$ cat src/core/timer_channel_status_flags_regs.svh
// Register offsets, field positions, reset values and counts of the timer channel.
`ifndef TIMER_CHANNEL_STATUS_FLAGS_REGS_SVH
`define TIMER_CHANNEL_STATUS_FLAGS_REGS_SVH

// ****************************************************************
// Register byte offsets.
// ****************************************************************
`define OFF_CTRL 32'h0000_0000
`define OFF_COUNT 32'h0000_0004
`define OFF_GRB 32'h0000_0008
`define OFF_STATUS 32'h0000_000C
`define OFF_IRQ_STAT 32'h0000_0010
`define OFF_IRQ_CLR 32'h0000_0014
`define OFF_IRQ_EN 32'h0000_0018

// ****************************************************************
// Control register fields.
// ****************************************************************
`define CTRL_RUN_BIT 0
`define CTRL_MODE_LSB 1
`define CTRL_MODE_MSB 2
`define CTRL_CAPTURE_BIT 3
`define CTRL_TRANSFER_DISABLE_SELECT_BIT 4
`define CTRL_WIDTH 5
`define CTRL_RST 5'h00

// ****************************************************************
// Status register fields.
// ****************************************************************
`define STAT_MATCH_BIT 1
`define STAT_OVF_BIT 4
`define STAT_UNF_BIT 5
`define STAT_DIR_BIT 7
`define DIR_RST 1'b1

// ****************************************************************
// Interrupt register fields and counter values.
// ****************************************************************
`define IRQ_MATCH 0
`define IRQ_OVF 1
`define IRQ_UNF 2
`define NUM_FLAGS 3
`define COUNT_MAX 16'hFFFF
`define COUNT_ZERO 16'h0000
`define RESP_OKAY 2'h0
`define RESP_SLVERR 2'h2

`endif

$ cat src/core/timer_channel_pkg.sv
// Types shared by the timer channel and its register port.
package timer_channel_pkg;

  typedef enum logic [1:0]
  {
    MODE_UP = 2'b00,
    MODE_PHASE = 2'b01,
    MODE_CASCADE = 2'b10
  } count_mode_t;

  typedef struct packed
  {
    logic [31:0] addr;
    logic [2:0] prot;
  } axil_addr_t;

  typedef struct packed
  {
    logic [31:0] data;
    logic [3:0] strb;
  } axil_wdata_t;

  typedef struct packed
  {
    logic en;
    logic [31:0] addr;
    logic [31:0] data;
    logic [3:0] strb;
  } reg_write_t;

endpackage : timer_channel_pkg

$ cat src/core/axil_reg_port.sv
// AXI4-Lite slave front end that turns bus transfers into register strobes.
`timescale 1ns/10ps
`include "timer_channel_status_flags_regs.svh"
module axil_reg_port
(
  input wire logic clk_i,
  input wire logic rstn_i,
  input wire logic awvalid_i,
  input timer_channel_pkg::axil_addr_t aw_i,
  output logic awready_o,
  input wire logic wvalid_i,
  input timer_channel_pkg::axil_wdata_t w_i,
  output logic wready_o,
  output logic bvalid_o,
  output logic [1:0] bresp_o,
  input wire logic bready_i,
  input wire logic arvalid_i,
  input timer_channel_pkg::axil_addr_t ar_i,
  output logic arready_o,
  output logic rvalid_o,
  output logic [31:0] rdata_o,
  output logic [1:0] rresp_o,
  input wire logic rready_i,
  output timer_channel_pkg::reg_write_t wr_o,
  input wire logic wr_ok_i,
  output logic rd_en_o,
  output logic [31:0] rd_addr_o,
  input wire logic [31:0] rd_data_i,
  input wire logic rd_ok_i
);

  logic [31:0] awaddr_reg;
  timer_channel_pkg::axil_wdata_t wdata_reg;
  logic fire;

  // ****************************************************************
  // Write path.
  // ****************************************************************
  assign fire = !awready_o && !wready_o && !bvalid_o;
  assign wr_o = '{en: fire, addr: awaddr_reg, data: wdata_reg.data, strb: wdata_reg.strb};

  always_ff @(posedge clk_i or negedge rstn_i)
  begin
    if (!rstn_i)
    begin
      awready_o <= 1'b1;
      wready_o <= 1'b1;
      awaddr_reg <= 32'h0000_0000;
      wdata_reg <= '0;
      bvalid_o <= 1'b0;
      bresp_o <= `RESP_OKAY;
    end
    else
    begin
      if (awvalid_i && awready_o)
      begin
        awready_o <= 1'b0;
        awaddr_reg <= aw_i.addr;
      end
      if (wvalid_i && wready_o)
      begin
        wready_o <= 1'b0;
        wdata_reg <= w_i;
      end
      if (fire)
      begin
        bvalid_o <= 1'b1;
        bresp_o <= wr_ok_i ? `RESP_OKAY : `RESP_SLVERR;
      end
      if (bvalid_o && bready_i)
      begin
        bvalid_o <= 1'b0;
        awready_o <= 1'b1;
        wready_o <= 1'b1;
      end
    end
  end

  // ****************************************************************
  // Read path.
  // ****************************************************************
  assign rd_en_o = arvalid_i && arready_o;
  assign rd_addr_o = ar_i.addr;

  always_ff @(posedge clk_i or negedge rstn_i)
  begin
    if (!rstn_i)
    begin
      arready_o <= 1'b1;
      rvalid_o <= 1'b0;
      rdata_o <= 32'h0000_0000;
      rresp_o <= `RESP_OKAY;
    end
    else if (rd_en_o)
    begin
      arready_o <= 1'b0;
      rvalid_o <= 1'b1;
      rdata_o <= rd_ok_i ? rd_data_i : 32'h0000_0000;
      rresp_o <= rd_ok_i ? `RESP_OKAY : `RESP_SLVERR;
    end
    else if (rvalid_o && rready_i)
    begin
      rvalid_o <= 1'b0;
      arready_o <= 1'b1;
    end
  end

endmodule : axil_reg_port

$ cat src/core/timer_channel_status_flags.sv
// Timer channel with count, general register B, status flags and interrupt logic.
`timescale 1ns/10ps
`include "timer_channel_status_flags_regs.svh"

// Summary of operation
// (RULE1) With register B in compare use, the match flag is set while the count equals register B.
// (RULE2) With register B in capture use, a capture event copies the count into B and sets the match flag.
// (RULE3) The overflow flag is set when the count steps up from FFFF to 0000.
// (RULE4) The underflow flag is set when the count steps down from 0000 to FFFF.
// (RULE5) Match, overflow and underflow flags clear on a 0 written after reading them as 1, the match flag also by RULE8; a 1 does nothing.
// (RULE6) The count goes up and down only in phase counting or cascade mode, otherwise only up; the code does not count at all in mode 2'b11.
// (RULE7) The read-only direction flag shows 1 after an up step and 0 after a down step.
// (RULE8) The match flag also clears when the transfer controller is started by the match interrupt with disable-select 0.
module timer_channel_status_flags
(
  input wire logic clk_i,
  input wire logic rstn_i,
  input wire logic s_axi_awvalid_i,
  input timer_channel_pkg::axil_addr_t s_axi_aw_i,
  output logic s_axi_awready_o,
  input wire logic s_axi_wvalid_i,
  input timer_channel_pkg::axil_wdata_t s_axi_w_i,
  output logic s_axi_wready_o,
  output logic s_axi_bvalid_o,
  output logic [1:0] s_axi_bresp_o,
  input wire logic s_axi_bready_i,
  input wire logic s_axi_arvalid_i,
  input timer_channel_pkg::axil_addr_t s_axi_ar_i,
  output logic s_axi_arready_o,
  output logic s_axi_rvalid_o,
  output logic [31:0] s_axi_rdata_o,
  output logic [1:0] s_axi_rresp_o,
  input wire logic s_axi_rready_i,
  input wire logic capture_i,
  input wire logic phase_a_i,
  input wire logic phase_b_i,
  input wire logic cascade_ovf_i,
  input wire logic cascade_unf_i,
  input wire logic transfer_activate_i,
  output logic match_b_interrupt_o,
  output logic irq_o
);

  timer_channel_pkg::reg_write_t wr;
  timer_channel_pkg::count_mode_t mode;
  logic wr_ok, rd_en, rd_ok, capture_evt, count_direction_flag;
  logic step_up, step_dn, phase_a_reg, phase_b_reg;
  logic [31:0] rd_addr, rd_data, status_word;
  logic [`CTRL_WIDTH-1:0] ctrl_reg;
  logic [15:0] timer_count, general_reg_b;
  logic [`NUM_FLAGS-1:0] flag_set, flag_reg, armed_reg, irq_stat_reg, irq_en_reg;

  function automatic logic hit(input logic [31:0] addr, input logic [31:0] off);
    hit = (addr == off);
  endfunction : hit
  function automatic logic [31:0] merge(input logic [31:0] old, input logic [31:0] data,
                                        input logic [3:0] strb);
    merge = old;
    for (int i = 0; i < 4; i++)
    begin
      if (strb[i])
        merge[i*8 +: 8] = data[i*8 +: 8];
    end
  endfunction : merge
  function automatic int flag_pos(input int idx);
    unique case (idx)
      `IRQ_MATCH: flag_pos = `STAT_MATCH_BIT;
      `IRQ_OVF: flag_pos = `STAT_OVF_BIT;
      default: flag_pos = `STAT_UNF_BIT;
    endcase
  endfunction : flag_pos

  // ****************************************************************
  // Register bus port.
  // ****************************************************************
  axil_reg_port u_port
  (
    .clk_i(clk_i), .rstn_i(rstn_i),
    .awvalid_i(s_axi_awvalid_i), .aw_i(s_axi_aw_i),
    .awready_o(s_axi_awready_o), .wvalid_i(s_axi_wvalid_i),
    .w_i(s_axi_w_i), .wready_o(s_axi_wready_o),
    .bvalid_o(s_axi_bvalid_o), .bresp_o(s_axi_bresp_o),
    .bready_i(s_axi_bready_i), .arvalid_i(s_axi_arvalid_i),
    .ar_i(s_axi_ar_i), .arready_o(s_axi_arready_o),
    .rvalid_o(s_axi_rvalid_o), .rdata_o(s_axi_rdata_o),
    .rresp_o(s_axi_rresp_o), .rready_i(s_axi_rready_i),
    .wr_o(wr), .wr_ok_i(wr_ok),
    .rd_en_o(rd_en), .rd_addr_o(rd_addr),
    .rd_data_i(rd_data), .rd_ok_i(rd_ok)
  );

  assign wr_ok = hit(wr.addr, `OFF_CTRL) || hit(wr.addr, `OFF_COUNT) ||
                 hit(wr.addr, `OFF_GRB) || hit(wr.addr, `OFF_STATUS) ||
                 hit(wr.addr, `OFF_IRQ_STAT) || hit(wr.addr, `OFF_IRQ_CLR) ||
                 hit(wr.addr, `OFF_IRQ_EN);

  // ****************************************************************
  // Read data selection.
  // ****************************************************************
  always_comb
  begin
    status_word = 32'h0000_0000;
    status_word[`STAT_DIR_BIT] = count_direction_flag; // RULE7
    for (int i = 0; i < `NUM_FLAGS; i++)
    begin
      status_word[flag_pos(i)] = flag_reg[i];
    end
  end

  always_comb
  begin
    rd_data = 32'h0000_0000;
    rd_ok = 1'b1;
    if (hit(rd_addr, `OFF_CTRL))
      rd_data[`CTRL_WIDTH-1:0] = ctrl_reg;
    else if (hit(rd_addr, `OFF_COUNT))
      rd_data[15:0] = timer_count;
    else if (hit(rd_addr, `OFF_GRB))
      rd_data[15:0] = general_reg_b;
    else if (hit(rd_addr, `OFF_STATUS))
      rd_data = status_word;
    else if (hit(rd_addr, `OFF_IRQ_STAT))
      rd_data[`NUM_FLAGS-1:0] = irq_stat_reg;
    else if (hit(rd_addr, `OFF_IRQ_EN))
      rd_data[`NUM_FLAGS-1:0] = irq_en_reg;
    else if (!hit(rd_addr, `OFF_IRQ_CLR))
      rd_ok = 1'b0;
  end

  // ****************************************************************
  // Control register.
  // ****************************************************************
  always_ff @(posedge clk_i or negedge rstn_i)
  begin
    if (!rstn_i)
      ctrl_reg <= `CTRL_RST;
    else if (wr.en && hit(wr.addr, `OFF_CTRL))
      ctrl_reg <= `CTRL_WIDTH'(merge({27'h0, ctrl_reg}, wr.data, wr.strb));
  end

  assign mode = timer_channel_pkg::count_mode_t'(ctrl_reg[`CTRL_MODE_MSB:`CTRL_MODE_LSB]);

  // ****************************************************************
  // Count step decode.
  // ****************************************************************
  always_ff @(posedge clk_i or negedge rstn_i)
  begin
    if (!rstn_i)
      {phase_a_reg, phase_b_reg} <= 2'b00;
    else
      {phase_a_reg, phase_b_reg} <= {phase_a_i, phase_b_i};
  end

  always_comb
  begin
    step_up = 1'b0;
    step_dn = 1'b0;
    if (ctrl_reg[`CTRL_RUN_BIT])
    begin
      case (mode)
        timer_channel_pkg::MODE_UP: step_up = 1'b1; // RULE6
        timer_channel_pkg::MODE_PHASE:
          if ((phase_a_i != phase_a_reg) ^ (phase_b_i != phase_b_reg))
          begin
            step_up = !(phase_a_reg ^ phase_b_i); // RULE6
            step_dn = phase_a_reg ^ phase_b_i;
          end
        timer_channel_pkg::MODE_CASCADE:
        begin
          step_up = cascade_ovf_i && !cascade_unf_i; // RULE6
          step_dn = cascade_unf_i && !cascade_ovf_i;
        end
        default: step_up = 1'b0;
      endcase
    end
  end

  // ****************************************************************
  // Counter, direction flag and register B.
  // ****************************************************************
  always_ff @(posedge clk_i or negedge rstn_i)
  begin
    if (!rstn_i)
      timer_count <= `COUNT_ZERO;
    else if (wr.en && hit(wr.addr, `OFF_COUNT))
      timer_count <= 16'(merge({16'h0, timer_count}, wr.data, wr.strb));
    else if (step_up)
      timer_count <= timer_count + 16'h0001;
    else if (step_dn)
      timer_count <= timer_count - 16'h0001;
  end

  always_ff @(posedge clk_i or negedge rstn_i)
  begin
    if (!rstn_i)
      count_direction_flag <= `DIR_RST;
    else if (step_up)
      count_direction_flag <= 1'b1; // RULE7
    else if (step_dn)
      count_direction_flag <= 1'b0; // RULE7
  end

  assign capture_evt = capture_i && ctrl_reg[`CTRL_CAPTURE_BIT];

  always_ff @(posedge clk_i or negedge rstn_i)
  begin
    if (!rstn_i)
      general_reg_b <= `COUNT_MAX;
    else if (capture_evt)
      general_reg_b <= timer_count; // RULE2
    else if (wr.en && hit(wr.addr, `OFF_GRB))
      general_reg_b <= 16'(merge({16'h0, general_reg_b}, wr.data, wr.strb));
  end

  // ****************************************************************
  // Status flags.
  // ****************************************************************
  assign flag_set[`IRQ_MATCH] = capture_evt || // RULE2
    (!ctrl_reg[`CTRL_CAPTURE_BIT] && timer_count == general_reg_b); // RULE1
  assign flag_set[`IRQ_OVF] = step_up && timer_count == `COUNT_MAX; // RULE3
  assign flag_set[`IRQ_UNF] = step_dn && timer_count == `COUNT_ZERO; // RULE4

  generate
    for (genvar g = 0; g < `NUM_FLAGS; g++)
    begin : g_flag
      logic sw_clear;
      logic hw_clear;
      assign sw_clear = wr.en && hit(wr.addr, `OFF_STATUS) && wr.strb[0] &&
                        !wr.data[flag_pos(g)] && armed_reg[g]; // RULE5
      if (g == `IRQ_MATCH)
      begin : g_xfer
        assign hw_clear = transfer_activate_i && match_b_interrupt_o &&
                          !ctrl_reg[`CTRL_TRANSFER_DISABLE_SELECT_BIT]; // RULE8
      end
      else
      begin : g_none
        assign hw_clear = 1'b0;
      end

      always_ff @(posedge clk_i or negedge rstn_i)
      begin
        if (!rstn_i)
          flag_reg[g] <= 1'b0;
        else if (flag_set[g])
          flag_reg[g] <= 1'b1;
        else if (sw_clear || hw_clear)
          flag_reg[g] <= 1'b0; // RULE5
      end
      always_ff @(posedge clk_i or negedge rstn_i)
      begin
        if (!rstn_i)
          armed_reg[g] <= 1'b0;
        else if (rd_en && hit(rd_addr, `OFF_STATUS))
          armed_reg[g] <= flag_reg[g]; // RULE5
        else if ((wr.en && hit(wr.addr, `OFF_STATUS)) || hw_clear)
          armed_reg[g] <= 1'b0;
      end
      always_ff @(posedge clk_i or negedge rstn_i)
      begin
        if (!rstn_i)
          irq_stat_reg[g] <= 1'b0;
        else if (flag_set[g])
          irq_stat_reg[g] <= 1'b1;
        else if (wr.en && hit(wr.addr, `OFF_IRQ_CLR) && wr.strb[0] && wr.data[g])
          irq_stat_reg[g] <= 1'b0;
      end
    end
  endgenerate

  // ****************************************************************
  // Interrupt enable and outputs.
  // ****************************************************************
  always_ff @(posedge clk_i or negedge rstn_i)
  begin
    if (!rstn_i)
      irq_en_reg <= 3'h0;
    else if (wr.en && hit(wr.addr, `OFF_IRQ_EN) && wr.strb[0])
      irq_en_reg <= wr.data[`NUM_FLAGS-1:0];
  end

  always_ff @(posedge clk_i or negedge rstn_i)
  begin
    if (!rstn_i)
    begin
      irq_o <= 1'b0;
      match_b_interrupt_o <= 1'b0;
    end
    else
    begin
      irq_o <= |(irq_stat_reg & irq_en_reg);
      match_b_interrupt_o <= flag_reg[`IRQ_MATCH] && irq_en_reg[`IRQ_MATCH];
    end
  end

endmodule : timer_channel_status_flags

$ cat config.mk
export PLATFORM = sky130hd
export DESIGN_NAME = timer_channel_status_flags
export DESIGN_NICKNAME = d
export VERILOG_FILES = /design/src/core/timer_channel_pkg.sv /design/src/core/axil_reg_port.sv /design/src/core/timer_channel_status_flags.sv
export VERILOG_INCLUDE_DIRS = /design/src /design/src/core
export SDC_FILE = /design/constraint.sdc
export NUM_CORES = 1
export LEC_CHECK = 0
export ABC_AREA = 1
export BUFFER_PORTS_ARGS = -buffer_cell sky130_fd_sc_hd__buf_2
export CORE_ASPECT_RATIO = 0.9
export CORE_MARGIN = 2
export CORE_UTILIZATION = 40
export CTS_BUF_LIST = sky130_fd_sc_hd__clkbuf_16
export DETAILED_ROUTE_END_ITERATION = 8
export GPL_TIMING_DRIVEN = 0
export SKIP_LAST_GASP = 1
export SLEW_MARGIN = 25
export SYNTH_ARGS = -nofsm -noshare
export SYNTH_HDL_FRONTEND = slang
export SYNTH_HIERARCHICAL = 1
export SYNTH_SLANG_ARGS = --single-unit
$ cat constraint.sdc
create_clock -name clk_i -period 3.2 [get_ports clk_i]
set_input_delay 0.16 -clock clk_i [delete_from_list [all_inputs] [get_ports clk_i]]
set_output_delay 0.16 -clock clk_i [all_outputs]
set_load 0.01 [all_outputs]
==> impl_metrics.yaml <==
status:
  status: "finished, final reports clean"
sta:
  finalSetupViolations: 0
  drv_slew: 0
  max_slew.worst_pin.slew_ns: 0.5276
  finalCriticalPeriod_ns: 2.873
  grt_setup_unrepaired: "no"
  max_freq_ghz: 0.3481
  tns_ns: 0
  hold_viol: 0
  slew_headroom: 0.6470
  fin_ws_ns: 0.3275
  fin_worst_skew_ns: 0.01319
  post-route-period-util: 0.8977
die:
  die_w_um: 157.2
  dieArea_um2: 22300
  core-area_um2: 20770
  rows: 50
  die_h_um: 141.9
  io_pins: 162
  start_util: 0.4068
global_route:
  grt_max_degree: 87
  grt_remaining_overflow: 0
  grt_pass1_wl_mm: 36.58
  grt.total_usage: 0.2079
  grt_pass1_vias: 7335
  antenna_found_initial: 0
critical_path:
  cp.arrival_ns: 3.19
  timing.rr.end: "timer_count[14]$_DFFE_PN0P_"
  path_max_fanout: 21
  crit_path_end: "timer_count[14]$_DFFE_PN0P_"
  cp-end-kind: "flip-flop"
  r2r-start: "ctrl_reg[1]$_DFFE_PN0P_"
  reg2reg_depth: 12
  r2r_setup_slack_ns: 0.33
  critPathLaunchType: "flip-flop"
  crit_required_ns: 3.52
  critPathKind: "flip-flop to flip-flop"
  crit_start: "ctrl_reg[1]$_DFFE_PN0P_"
power:
  p_leak_uw: 0.005484
  p_per_area_nw_per_um2: 539.8
  peakVddDrop_uv: 370.9
clocking:
  cts_root_buf: "clkbuf_16"
  cts.sinks: 143
  numCtsBuffers: 17
  cts_max_path_buffers: 2
  worst_skew_pair.late_latency_ns: 0.43
  cts.reportedPaths.clkPinSlew_ns: 0.06
  cts_tree: "done"
  htreeDepth: 4
finish:
  fin_area_um2: 10570
  syn2layout_area_growth_pct: 25.14
  antennaDiodeCount: 0
  postLayoutCoreUtil: 0.5091
  final_net_count: 1472
  drive_above_1_share: 0.1935
  fillCellCount: 2099
placed_design:
  pre_cts_slack_ns: -0.4773
  dpl_cell_area_um2: 9415
  dp_hpwl_mm: 16.85
  routabilityCongestion: 0.8956
  io_buffers: 102
route:
  wl_per_cell_um: 13.72
  drt_iter0_drc: 587
  ant_nets: 0
  drc: 0
  firstDrtPassIters: 7
  via_per_inst: 4.775
  via_count: 7784
  wirelength_mm: 22.36
logic_synthesis:
  synth.cell_area_um2: 8449
  avgSynthCellArea_um2: 7.405
  syn_inst: 1141
  yosys_warnings: 6
min_path:
  hold_path.class: "input pin to flip-flop"
job:
  drv_cap: 0
[how the worst min path moves through the flow]
stage / startpoint / end / slack [ns] / cells after the start
floorplan: rstn_i / armed_reg[0]$_DFFE_PN0P_ / -0.14 / 0
global placement: phase_a_i / phase_a_reg$_DFF_PN0_ / 0.31 / 1
detailed placement: rstn_i / u_port/rvalid_o$_DFFE_PN0P_ / 0.12 / 1
CTS: s_axi_w_i[4] / u_port/wr_o[4]$_DFFE_PN0P_ / 0.0001 / 3
global route: s_axi_awvalid_i / u_port/awready_o$_DFFE_PN1P_ / 0.02 / 2
finish: s_axi_aw_i[8] / u_port/awaddr_reg[5]$_DFFE_PN0P_ / 0.005 / 3
[stage by stage]
| step | power (uW) | cells | hold slack, ns |
|---|---|---|---|
| finish | 5708 | 1630 | 0.005155 |
| global route | 6049 | 1630 | 0.02185 |
| CTS | 5755 | 1630 | 0.0001415 |
| detailed placement | 3609 | 1546 | 0.1238 |
| global placement | 3572 | 1545 | 0.3124 |
| floorplan | 3190 | 1157 | -0.1356 |
[final cells by class]
class	count	area [um^2]	share of cell area
Buffer	71	488.0	0.04615
Clock buffer	17	425.4	0.04023
Clock inverter	15	185.2	0.01751
Inverter	104	391.6	0.03704
Multi-Input combinational cell	839	4053	0.3833
Sequential cell	143	3605	0.3409
Tap cell	286	357.8	0.03384
Timing Repair Buffer	155	1069	0.1011
[power breakdown]
part           internal [uW]  switching [uW]
logic                    470             682
registers               2160             319
clock network           1240             844
total                   3860            1840
[per-layer routing]
layer  vias to the layer above  wire [um]  GRT usage
met1                      3526      11000     0.3043
met4                         0        268    0.04737
met2                       257       9697     0.3218
li1                       3978          -          -
met5                         -          0          0
met3                        23       1391    0.03543
[worst max-delay path, stage by stage, from the launching register on]
cell and delay, ns:
dfrtp_2 0.45, ha_1 0.21, nor2_1 0.43, nand2_8 0.20, ha_1 0.40, a21oi_1 0.29
o21ai_0 0.18, a21oi_1 0.21, nand3_1 0.10, nand3_1 0.11, nand2_1 0.06, nand2_1 0.06
nand2_1 0.05
[cells in the final DEF (no fill, tap or decap), types with 4 or more instances in the layout]
cell	instances
nand2_1	424
dlygate4sd3_1	52
nor4_1	4
nor3_1	9
buf_2	122
buf_4	41
o21ai_2	9
ha_1	21
nand3b_1	6
o21ai_1	6
dfrtp_1	122
inv_1	104
nor2_1	71
clkbuf_16	17
o22ai_1	9
clkbuf_1	4
nand2_2	11
o21ai_0	69
xnor2_1	9
nand4_1	12
dfstp_2	20
conb_1	18
nand3_1	103
buf_6	4
a21oi_1	17
xor2_1	7
[repair_timing]
item                                   4_1_cts  5_1_grt
setup endpoints to repair                   12        7
buffers inserted                             0        0
endpoints found under the hold margin       98        0
hold buffers                                52        0
gates resized for setup                      3        5
Note: power is estimated with default switching activity, not from simulation.
